[src/rtl/dlas_pkg.sv]
// Constants of the two-channel linked scan sequencer: register map, fields, reset values, states.
// Assumes a 32-bit AXI4-Lite slave and a byte-addressed memory port on the same clock.
package dlas_pkg;
  localparam int unsigned NUM_CH = 2;
  localparam int unsigned CNT_W = 9;
  // Register index inside a channel window, byte address bits [4:2].
  localparam logic [2:0] REG_SRC = 3'h0;
  localparam logic [2:0] REG_DST = 3'h1;
  localparam logic [2:0] REG_OFF = 3'h2;
  localparam logic [2:0] REG_SLAST = 3'h3;
  localparam logic [2:0] REG_DLAST = 3'h4;
  localparam logic [2:0] REG_NBYTES = 3'h5;
  localparam logic [2:0] REG_ITER = 3'h6;
  localparam logic [2:0] REG_CSR = 3'h7;
  localparam int unsigned CH_SEL_BIT = 5;
  localparam logic [7:0] MAP_END = 8'h40;
  // Iteration word: beginning count low, current count high.
  localparam int unsigned ITER_LINKCH_BIT = 9;
  localparam int unsigned ITER_ELINK_BIT = 15;
  localparam int unsigned CITER_LSB = 16;
  // Control and status word.
  localparam int unsigned CSR_START = 0;
  localparam int unsigned CSR_INTMAJ = 1;
  localparam int unsigned CSR_INTHALF = 2;
  localparam int unsigned CSR_WIDE = 3;
  localparam int unsigned CSR_MAJELINK = 5;
  localparam int unsigned CSR_DONE = 6;
  localparam int unsigned CSR_ACTIVE = 7;
  localparam int unsigned CSR_MAJLINKCH = 8;
  localparam logic [31:0] RST_WORD = 32'h0000_0000;
  localparam logic [1:0] RESP_OKAY = 2'h0;
  localparam logic [1:0] RESP_SLVERR = 2'h2;
  typedef enum logic [3:0] {
    ST_IDLE = 4'b0001,
    ST_RD = 4'b0010,
    ST_WR = 4'b0100,
    ST_END = 4'b1000
  } dlas_state_e;
endpackage : dlas_pkg

[src/rtl/dlas_seq.sv]
// Two-channel DMA engine with minor and major loop linking, driving a converter scan.
// Assumes requests, memory port and register bus all run on aclk.
// Behaviour
// - Each accepted request runs exactly one minor loop on its channel.
// - Minor loop length counts bytes; a 16-bit datum uses two.
// - Major loop is many minor loops, then addresses adjust for circular buffers.
// - Major loop completion pulses an interrupt request when enabled.
// - Half of the major iterations pulses an optional interrupt request.
// - Enabled linking starts the linked channel without external request.
// - Minor and major link enables and targets are separate per channel.
// - Channel 1, higher priority, moves results into the SRAM buffer.
// - Channel 0, lower priority, moves next input setting to converter control.
// - Channel 1 minor link starts channel 0 after each stored result except the last of a major loop.
// - Result is read before next setting is written, by fixed priority.
// - Single scan uses only minor linking via the iteration count words.
// - Continuous scan adds major linking in the control and status word.
// - The final iteration issues only the major link, never the minor.
// - Example major loop writes twelve entries into a larger buffer.
// - After a major loop the result pointer returns to buffer start.
// - Result destination steps two bytes, rewinds by twenty-four after major.
// - Result channel major completion links channel 0 and interrupts.
//
// Chosen here: the register addresses and the AXI4-Lite register port.
module dlas_seq
  import dlas_pkg::*;
(
  // Clock, reset, enable
  input wire logic aclk,
  input wire logic aresetn,
  input wire logic ce,
  // AXI4-Lite slave
  input wire logic [7:0] s_axi_awaddr,
  input wire logic s_axi_awvalid,
  output logic s_axi_awready,
  input wire logic [31:0] s_axi_wdata,
  input wire logic [3:0] s_axi_wstrb,
  input wire logic s_axi_wvalid,
  output logic s_axi_wready,
  output logic [1:0] s_axi_bresp,
  output logic s_axi_bvalid,
  input wire logic s_axi_bready,
  input wire logic [7:0] s_axi_araddr,
  input wire logic s_axi_arvalid,
  output logic s_axi_arready,
  output logic [31:0] s_axi_rdata,
  output logic [1:0] s_axi_rresp,
  output logic s_axi_rvalid,
  input wire logic s_axi_rready,
  // Hardware request strobes, one per channel
  input wire logic [NUM_CH-1:0] dma_req,
  // Memory master port
  output logic mem_valid,
  output logic mem_we,
  output logic mem_wide,
  output logic [31:0] mem_addr,
  output logic [15:0] mem_wdata,
  input wire logic mem_ready,
  input wire logic [15:0] mem_rdata,
  // Interrupt request pulses
  output logic [NUM_CH-1:0] irq_major,
  output logic [NUM_CH-1:0] irq_half
);
  logic [31:0] src_r [NUM_CH], src_nxt [NUM_CH];
  logic [31:0] dst_r [NUM_CH], dst_nxt [NUM_CH];
  logic [31:0] off_r [NUM_CH], off_nxt [NUM_CH];
  logic [31:0] slast_r [NUM_CH], slast_nxt [NUM_CH];
  logic [31:0] dlast_r [NUM_CH], dlast_nxt [NUM_CH];
  logic [31:0] nby_r [NUM_CH], nby_nxt [NUM_CH];
  logic [31:0] iter_r [NUM_CH], iter_nxt [NUM_CH];
  logic [31:0] csr_r [NUM_CH], csr_nxt [NUM_CH];
  logic [NUM_CH-1:0] pend_r, pend_nxt, sw_start, link_set;
  dlas_state_e st_r, st_nxt;
  logic sel_r, sel_nxt;
  logic [31:0] left_r, left_nxt, maddr_r, maddr_nxt;
  logic [15:0] data_r, data_nxt;
  logic wide_r, wide_nxt;
  logic [NUM_CH-1:0] irqm_r, irqm_nxt, irqh_r, irqh_nxt;
  logic aw_ok_r, aw_ok_nxt, w_ok_r, w_ok_nxt, bvalid_r, bvalid_nxt, rvalid_r, rvalid_nxt;
  logic [7:0] awaddr_r, awaddr_nxt;
  logic [31:0] wdata_r, wdata_nxt, rdata_r, rdata_nxt;
  logic [3:0] wstrb_r, wstrb_nxt;
  logic [1:0] bresp_r, bresp_nxt, rresp_r, rresp_nxt;
  logic [CNT_W-1:0] cit_dec, biter;
  logic maj_end;

  function automatic logic addr_ok(input logic [7:0] a);
    addr_ok = (a < MAP_END);
  endfunction : addr_ok

  function automatic logic [31:0] merge(input logic [31:0] old, input logic [31:0] d, input logic [3:0] be);
    for (int i = 0; i < 4; i++) begin
      merge[i*8 +: 8] = be[i] ? d[i*8 +: 8] : old[i*8 +: 8];
    end
  endfunction : merge

  assign s_axi_awready = ce && !aw_ok_r && !bvalid_r;
  assign s_axi_wready = ce && !w_ok_r && !bvalid_r;
  assign s_axi_arready = ce && !rvalid_r;
  assign s_axi_bvalid = bvalid_r;
  assign s_axi_bresp = bresp_r;
  assign s_axi_rvalid = rvalid_r;
  assign s_axi_rresp = rresp_r;
  assign s_axi_rdata = rdata_r;
  assign mem_valid = ce && (st_r == ST_RD || st_r == ST_WR);
  assign mem_we = (st_r == ST_WR);
  assign mem_wide = wide_r;
  assign mem_addr = maddr_r;
  assign mem_wdata = data_r;
  assign irq_major = irqm_r;
  assign irq_half = irqh_r;
  assign cit_dec = iter_r[sel_r][CITER_LSB +: CNT_W] - 9'h001;
  assign biter = iter_r[sel_r][CNT_W-1:0];
  assign maj_end = (st_r == ST_END) && (cit_dec == 9'h000);

  always_comb begin
    logic ch;
    logic [2:0] ri;
    ch = 1'b0;
    ri = 3'h0;
    src_nxt = src_r;
    dst_nxt = dst_r;
    off_nxt = off_r;
    slast_nxt = slast_r;
    dlast_nxt = dlast_r;
    nby_nxt = nby_r;
    iter_nxt = iter_r;
    csr_nxt = csr_r;
    sw_start = '0;
    link_set = '0;
    st_nxt = st_r;
    sel_nxt = sel_r;
    left_nxt = left_r;
    maddr_nxt = maddr_r;
    data_nxt = data_r;
    wide_nxt = wide_r;
    irqm_nxt = '0;
    irqh_nxt = '0;
    aw_ok_nxt = aw_ok_r;
    w_ok_nxt = w_ok_r;
    awaddr_nxt = awaddr_r;
    wdata_nxt = wdata_r;
    wstrb_nxt = wstrb_r;
    bvalid_nxt = bvalid_r;
    bresp_nxt = bresp_r;
    rvalid_nxt = rvalid_r;
    rdata_nxt = rdata_r;
    rresp_nxt = rresp_r;
    // Write channel: address and data are caught in either order.
    if (s_axi_awvalid && s_axi_awready) begin
      aw_ok_nxt = 1'b1;
      awaddr_nxt = s_axi_awaddr;
    end
    if (s_axi_wvalid && s_axi_wready) begin
      w_ok_nxt = 1'b1;
      wdata_nxt = s_axi_wdata;
      wstrb_nxt = s_axi_wstrb;
    end
    if (s_axi_bvalid && s_axi_bready) begin
      bvalid_nxt = 1'b0;
    end
    if (aw_ok_r && w_ok_r && !bvalid_r) begin
      aw_ok_nxt = 1'b0;
      w_ok_nxt = 1'b0;
      bvalid_nxt = 1'b1;
      bresp_nxt = addr_ok(awaddr_r) ? RESP_OKAY : RESP_SLVERR;
      ch = awaddr_r[CH_SEL_BIT];
      ri = awaddr_r[4:2];
      if (addr_ok(awaddr_r)) begin
        unique case (ri)
          REG_SRC: src_nxt[ch] = merge(src_r[ch], wdata_r, wstrb_r);
          REG_DST: dst_nxt[ch] = merge(dst_r[ch], wdata_r, wstrb_r);
          REG_OFF: off_nxt[ch] = merge(off_r[ch], wdata_r, wstrb_r);
          REG_SLAST: slast_nxt[ch] = merge(slast_r[ch], wdata_r, wstrb_r);
          REG_DLAST: dlast_nxt[ch] = merge(dlast_r[ch], wdata_r, wstrb_r);
          REG_NBYTES: nby_nxt[ch] = merge(nby_r[ch], wdata_r, wstrb_r);
          REG_ITER: begin
            iter_nxt[ch][15:0] = 16'(merge(iter_r[ch], wdata_r, wstrb_r) & 32'h0000_83FF);
            iter_nxt[ch][31:16] = {7'h00, iter_nxt[ch][CNT_W-1:0]};
          end
          REG_CSR: begin
            csr_nxt[ch] = (merge(csr_r[ch], wdata_r, wstrb_r) & 32'h0000_013E) | (csr_r[ch] & 32'h0000_00C0);
            if (wstrb_r[0] && wdata_r[CSR_DONE]) begin
              csr_nxt[ch][CSR_DONE] = 1'b0;
            end
            sw_start[ch] = wstrb_r[0] && wdata_r[CSR_START];
          end
        endcase
      end
    end
    // Read channel: one word answered on the cycle after the address.
    if (s_axi_rvalid && s_axi_rready) begin
      rvalid_nxt = 1'b0;
    end
    if (s_axi_arvalid && s_axi_arready) begin
      rvalid_nxt = 1'b1;
      rresp_nxt = addr_ok(s_axi_araddr) ? RESP_OKAY : RESP_SLVERR;
      ch = s_axi_araddr[CH_SEL_BIT];
      rdata_nxt = RST_WORD;
      if (addr_ok(s_axi_araddr)) begin
        unique case (s_axi_araddr[4:2])
          REG_SRC: rdata_nxt = src_r[ch];
          REG_DST: rdata_nxt = dst_r[ch];
          REG_OFF: rdata_nxt = off_r[ch];
          REG_SLAST: rdata_nxt = slast_r[ch];
          REG_DLAST: rdata_nxt = dlast_r[ch];
          REG_NBYTES: rdata_nxt = nby_r[ch];
          REG_ITER: rdata_nxt = iter_r[ch];
          REG_CSR: rdata_nxt = csr_r[ch];
        endcase
      end
    end
    // Transfer engine.
    unique case (st_r)
      ST_IDLE: begin
        if (pend_r != '0) begin
          sel_nxt = pend_r[1];
          left_nxt = nby_r[sel_nxt];
          maddr_nxt = src_r[sel_nxt];
          wide_nxt = csr_r[sel_nxt][CSR_WIDE];
          csr_nxt[sel_nxt][CSR_ACTIVE] = 1'b1;
          st_nxt = ST_RD;
        end
      end
      ST_RD: begin
        if (mem_ready) begin
          data_nxt = mem_rdata;
          src_nxt[sel_r] = src_r[sel_r] + {{16{off_r[sel_r][15]}}, off_r[sel_r][15:0]};
          maddr_nxt = dst_r[sel_r];
          st_nxt = ST_WR;
        end
      end
      ST_WR: begin
        if (mem_ready) begin
          dst_nxt[sel_r] = dst_r[sel_r] + {{16{off_r[sel_r][31]}}, off_r[sel_r][31:16]};
          left_nxt = left_r - (wide_r ? 32'h0000_0002 : 32'h0000_0001);
          maddr_nxt = src_r[sel_r];
          st_nxt = (left_r <= (wide_r ? 32'h0000_0002 : 32'h0000_0001)) ? ST_END : ST_RD;
        end
      end
      ST_END: begin
        st_nxt = ST_IDLE;
        csr_nxt[sel_r][CSR_ACTIVE] = 1'b0;
        iter_nxt[sel_r][CITER_LSB +: CNT_W] = cit_dec;
        irqh_nxt[sel_r] = csr_r[sel_r][CSR_INTHALF] && (biter[CNT_W-1:1] != 8'h00) && (cit_dec == {1'b0, biter[CNT_W-1:1]});
        if (maj_end) begin
          iter_nxt[sel_r][CITER_LSB +: CNT_W] = biter;
          src_nxt[sel_r] = src_r[sel_r] + slast_r[sel_r];
          dst_nxt[sel_r] = dst_r[sel_r] + dlast_r[sel_r];
          csr_nxt[sel_r][CSR_DONE] = 1'b1;
          irqm_nxt[sel_r] = csr_r[sel_r][CSR_INTMAJ];
          link_set[csr_r[sel_r][CSR_MAJLINKCH]] = csr_r[sel_r][CSR_MAJELINK];
        end else begin
          link_set[iter_r[sel_r][ITER_LINKCH_BIT]] = iter_r[sel_r][ITER_ELINK_BIT];
        end
      end
    endcase
  end

  // Pending requests: a new request in the take cycle is kept.
  logic [NUM_CH-1:0] take;
  function automatic logic [NUM_CH-1:0] pend_nxt_clear(input logic c);
    pend_nxt_clear = '0;
    pend_nxt_clear[c] = 1'b1;
  endfunction : pend_nxt_clear
  assign take = (st_r == ST_IDLE && pend_r != '0) ? pend_nxt_clear(pend_r[1]) : '0;
  assign pend_nxt = (pend_r & ~take) | dma_req | sw_start | link_set;

  always_ff @(posedge aclk) begin
    if (!aresetn) begin
      for (int i = 0; i < NUM_CH; i++) begin
        src_r[i] <= RST_WORD;
        dst_r[i] <= RST_WORD;
        off_r[i] <= RST_WORD;
        slast_r[i] <= RST_WORD;
        dlast_r[i] <= RST_WORD;
        nby_r[i] <= RST_WORD;
        iter_r[i] <= RST_WORD;
        csr_r[i] <= RST_WORD;
      end
      pend_r <= '0;
      st_r <= ST_IDLE;
      sel_r <= 1'b0;
      left_r <= RST_WORD;
      maddr_r <= RST_WORD;
      data_r <= 16'h0000;
      wide_r <= 1'b0;
      irqm_r <= '0;
      irqh_r <= '0;
      aw_ok_r <= 1'b0;
      w_ok_r <= 1'b0;
      bvalid_r <= 1'b0;
      rvalid_r <= 1'b0;
      awaddr_r <= 8'h00;
      wdata_r <= RST_WORD;
      wstrb_r <= 4'h0;
      rdata_r <= RST_WORD;
      bresp_r <= RESP_OKAY;
      rresp_r <= RESP_OKAY;
    end else if (ce) begin
      src_r <= src_nxt;
      dst_r <= dst_nxt;
      off_r <= off_nxt;
      slast_r <= slast_nxt;
      dlast_r <= dlast_nxt;
      nby_r <= nby_nxt;
      iter_r <= iter_nxt;
      csr_r <= csr_nxt;
      pend_r <= pend_nxt;
      st_r <= st_nxt;
      sel_r <= sel_nxt;
      left_r <= left_nxt;
      maddr_r <= maddr_nxt;
      data_r <= data_nxt;
      wide_r <= wide_nxt;
      irqm_r <= irqm_nxt;
      irqh_r <= irqh_nxt;
      aw_ok_r <= aw_ok_nxt;
      w_ok_r <= w_ok_nxt;
      bvalid_r <= bvalid_nxt;
      rvalid_r <= rvalid_nxt;
      awaddr_r <= awaddr_nxt;
      wdata_r <= wdata_nxt;
      wstrb_r <= wstrb_nxt;
      rdata_r <= rdata_nxt;
      bresp_r <= bresp_nxt;
      rresp_r <= rresp_nxt;
    end
  end
endmodule : dlas_seq

[config.mk]
export PLATFORM = sky130hd
export DESIGN_NAME = dlas_seq
export DESIGN_NICKNAME = d
export VERILOG_FILES = /design/src/rtl/dlas_pkg.sv /design/src/rtl/dlas_seq.sv
export SDC_FILE = /design/constraint.sdc
export NUM_CORES = 2
export LEC_CHECK = 0
export ABC_CLOCK_PERIOD_IN_PS = 5150
export BUFFER_PORTS_ARGS = -buffer_cell sky130_fd_sc_hd__buf_2
export CAP_MARGIN = 20
export CORE_ASPECT_RATIO = 0.6
export CORE_UTILIZATION = 50
export DETAILED_ROUTE_END_ITERATION = 12
export PLACE_DENSITY = 0.69
export SLEW_MARGIN = 25
export SYNTH_ARGS = -nofsm -noshare
export SYNTH_HDL_FRONTEND = slang
export SYNTH_SLANG_ARGS = --single-unit
[constraint.sdc]
create_clock -name aclk -period 5.15 [get_ports aclk]
set_input_delay 0.515 -clock aclk [delete_from_list [all_inputs] [get_ports aclk]]
set_output_delay 0.515 -clock aclk [all_outputs]
set_load 0.01 [all_outputs]
==> metrics.txt <==
status=finished clean; CTS Sinks=612; TNS Setup=0 ns; Tot GR Track Use=0.399; yosys warns=0; Slew @ Worst Pin=1.18 ns; Worst R2R End=src_r[57]; clock skew=0.0275 ns; CTS tree=done; Post-CTS Setup Repair Bufs=0; crit path max fanout=30; number of global-route vias before repair=39316; CP cell instances=buf_4 -> mux2_2 -> ha_1 -> o21ai_0 -> o21ai_0 -> a2111oi_0 -> buf_4 -> nor3_1 -> o31a_1 -> buf_4 -> a41oi_1 -> xnor2_1 -> a221oi_1 -> a21oi_1; final slew viol count=0; Synth Flop Type=dfxtp_1; Placer Congestion=1.04; Hold-fix buffers, CTS=0; # IOs=175; H-tree depth=3; Async S/R FF share, synth=0; Detail Route Antenna Nets=0; CORE AREA=84000 um^2; Detail Placement HPWL=128 mm; min cycle time layout=4.89 ns; layout cell share with drive strength beyond 1=0.141; PostCTS Resize Cnt=0; worst skew pair latency=0.68 ns; post-route cell area=46800 um^2; drt initial violations=7009; vias per std cell=6.66; hold path depth=3; worst reg2reg setup slack=0.26 ns; Final Setup Violations=0; Rel. slew slack=0.214; Hold Path Sink=awaddr_r[5]; vias=45126; RR Startpoint=sel_r; final worst-path setup slack=0.262 ns; synthesized area=42700 um^2; initial antenna violation count=7; first-pass GRT wire length=261 mm; Achievable Freq=205 MHz; Rows=82; die width=379 um; Leakage=0.0188 uW; initial core utilization=0.508; root buffer cell=clkbuf_16; Critical Path AT=5.39 ns; Die Height=228 um; final core utilization=0.557; Reg clk slew, reported paths=0.07 ns; type of the worst min-delay path=input pin to register; Synth cell types=77; Period Utilization, post-route=0.949; I/O Buffers=168; synthesized area per cell=7.57 um^2; Worst path slowest cell=nor3_1; Synth Register Bits=612; Worst path max stage delay=0.64 ns; final-report hold violation count=0; Area Overhead vs Synth=9.70%; CP most frequent cell=buf_4; max-cap viol count=0; gr ovfl total=0; startpoint types=register; worst r2r path cells=14; EDFF count, synth=0; clk buf depth=3; area of placed instances=44600 um^2; Max VDD drop=0.223 mV; Die Area=86600 um^2; Mapped Cells=5635; Critical path origin=sel_r; DRC Markers=0; critical path endpoint category=register; largest net degree at the start of global routing=191; WL per Instance=26.5 um; hold_sp=s_axi_awaddr[5]; RSZ-0062 raised after global routing=false; final net count=5793; post-synthesis sequential area ratio=0.287; Inserted Clock Buffers=66; pre-CTS setup slack=0.506 ns; worst path required time=5.66 ns; Hold WS=0.0753 ns; Pwr per Cell Area=257 nW/um^2; Pre-Repair DR Iteration Count=9; critical path class=register to register; Total Wirelength=179 mm
-- per-layer routing --
metal  track usage  up-vias  part of all wire
met4         0.183        4             0.049
met5             0        -           0.00013
met3         0.118      454              0.14
met1         0.585    21120              0.42
li1              -    20385                 -
met2         0.524     3163              0.38
-- cells in the mapped netlist, types with 13 or more instances --
cell,count,share of area
or3_1,13,0.0019
o211ai_1,53,0.0093
nand2_1,427,0.038
a22o_1,15,0.0031
mux2_2,311,0.082
clkbuf_1,390,0.034
buf_1,30,0.0026
o221ai_1,16,0.0033
nand3_1,53,0.0062
a211oi_1,49,0.0086
ha_1,128,0.038
dfxtp_1,612,0.29
a21oi_1,714,0.084
nor3_1,104,0.012
xnor2_1,78,0.016
or2_2,22,0.0032
and2_1,25,0.0037
nor2_1,890,0.078
nand4_1,29,0.0043
inv_1,49,0.0043
o31ai_1,27,0.0047
a221o_1,35,0.0082
a2111oi_0,19,0.0039
nor2b_1,30,0.0044
a21o_1,54,0.0095
mux2i_1,368,0.086
a22oi_1,46,0.0081
a31oi_1,59,0.0086
xor2_1,55,0.011
o21bai_1,14,0.0025
a221oi_1,56,0.011
o21ai_0,500,0.059
nand2b_1,66,0.0097
o22ai_1,84,0.012
a311oi_1,18,0.0037
and3_1,25,0.0037
-- critical path, delay by kind of cell, from the launching register on --
family,cells,cell delay [ns]
AOI/OAI and AO/OA,7,1.62
xor gates and xnor gates,1,0.21
adders and majority gates,1,0.37
buffers and inverters,3,0.83
DFF,1,0.56
muxes,1,0.43
and+or+nand+nor,1,0.64
-- power breakdown --
| part | leakage [uW] | total, uW | switching [uW] | internal [uW] |
|---|---|---|---|---|
| logic | 0.0128 | 1920 | 1280 | 645 |
| clock network | 0.00107 | 5040 | 2270 | 2780 |
| registers | 0.00497 | 5040 | 185 | 4860 |
-- worst max-delay path by stage --
| stage | slack, ns | cells past startpoint | end |
|---|---|---|---|
| floorplan | 0.01 | 17 | dst_r[8] |
| global placement | 0.61 | 11 | dst_r[13] |
| detailed placement | 0.51 | 11 | dst_r[13] |
| CTS | 0.50 | 11 | dst_r[13] |
| global route | 0.19 | 15 | src_r[57] |
| finish | 0.26 | 14 | src_r[57] |
-- stage by stage --
step           std cells  power, uW
2_1_floorplan       5636       6320
3_3_place_gp        6647       6950
3_5_place_dp        6647       6980
4_1_cts             6769      11900
5_1_grt             6770      12300
6_report            6774      12000
-- cell families (layout without fill, tap and decap cells) --
family	count (synthesis)	count (layout)	share of synthesized area
adder cells (fa/ha/maj)	133	133	0.0399
multiplexers	679	679	0.168
other	1	7	0.0000879
XOR/XNOR	133	133	0.0273
AND/OR/NAND/NOR	1735	1735	0.175
flip-flops	612	612	0.287
buffers and inverters	480	479	0.0427
AO/OA/AOI/OAI	1862	1862	0.260
-- flip-flops by register name, indices dropped and copies added, names as in the netlist, 40 cells and up --
signal / flops
dlast_r: 64
dst_r: 64
iter_r: 40
nby_r: 64
off_r: 64
slast_r: 64
src_r: 64
-- cells in the final DEF, fill, tap and decap left out, types with 29 or more instances in the layout --
| cell type | n |
|---|---|
| a211oi_1 | 49 |
| a21o_1 | 54 |
| a21oi_1 | 713 |
| a221o_1 | 35 |
| a221oi_1 | 56 |
| a22oi_1 | 46 |
| a31oi_1 | 59 |
| buf_2 | 165 |
| buf_4 | 132 |
| clkbuf_16 | 68 |
| dfxtp_1 | 607 |
| ha_1 | 128 |
| inv_1 | 48 |
| mux2_2 | 311 |
| mux2i_1 | 368 |
| nand2_1 | 422 |
| nand2b_1 | 66 |
| nand3_1 | 49 |
| nand4_1 | 29 |
| nor2_1 | 880 |
| nor2b_1 | 30 |
| nor3_1 | 102 |
| o211ai_1 | 53 |
| o21ai_0 | 499 |
| o22ai_1 | 84 |
| xnor2_1 | 78 |
| xor2_1 | 55 |
-- layout make-up --
cell class / count / area (um^2)
antenna: 5 / 12.5
clock buffer: 90 / 1860
clock inverter: 32 / 327
fill: 7916 / 37200
inverter: 51 / 201
multi-input combinational: 4544 / 28700
sequential: 612 / 12300
tap: 1134 / 1420
timing repair buffer: 306 / 1990
Power figures use the tool's default switching activity.
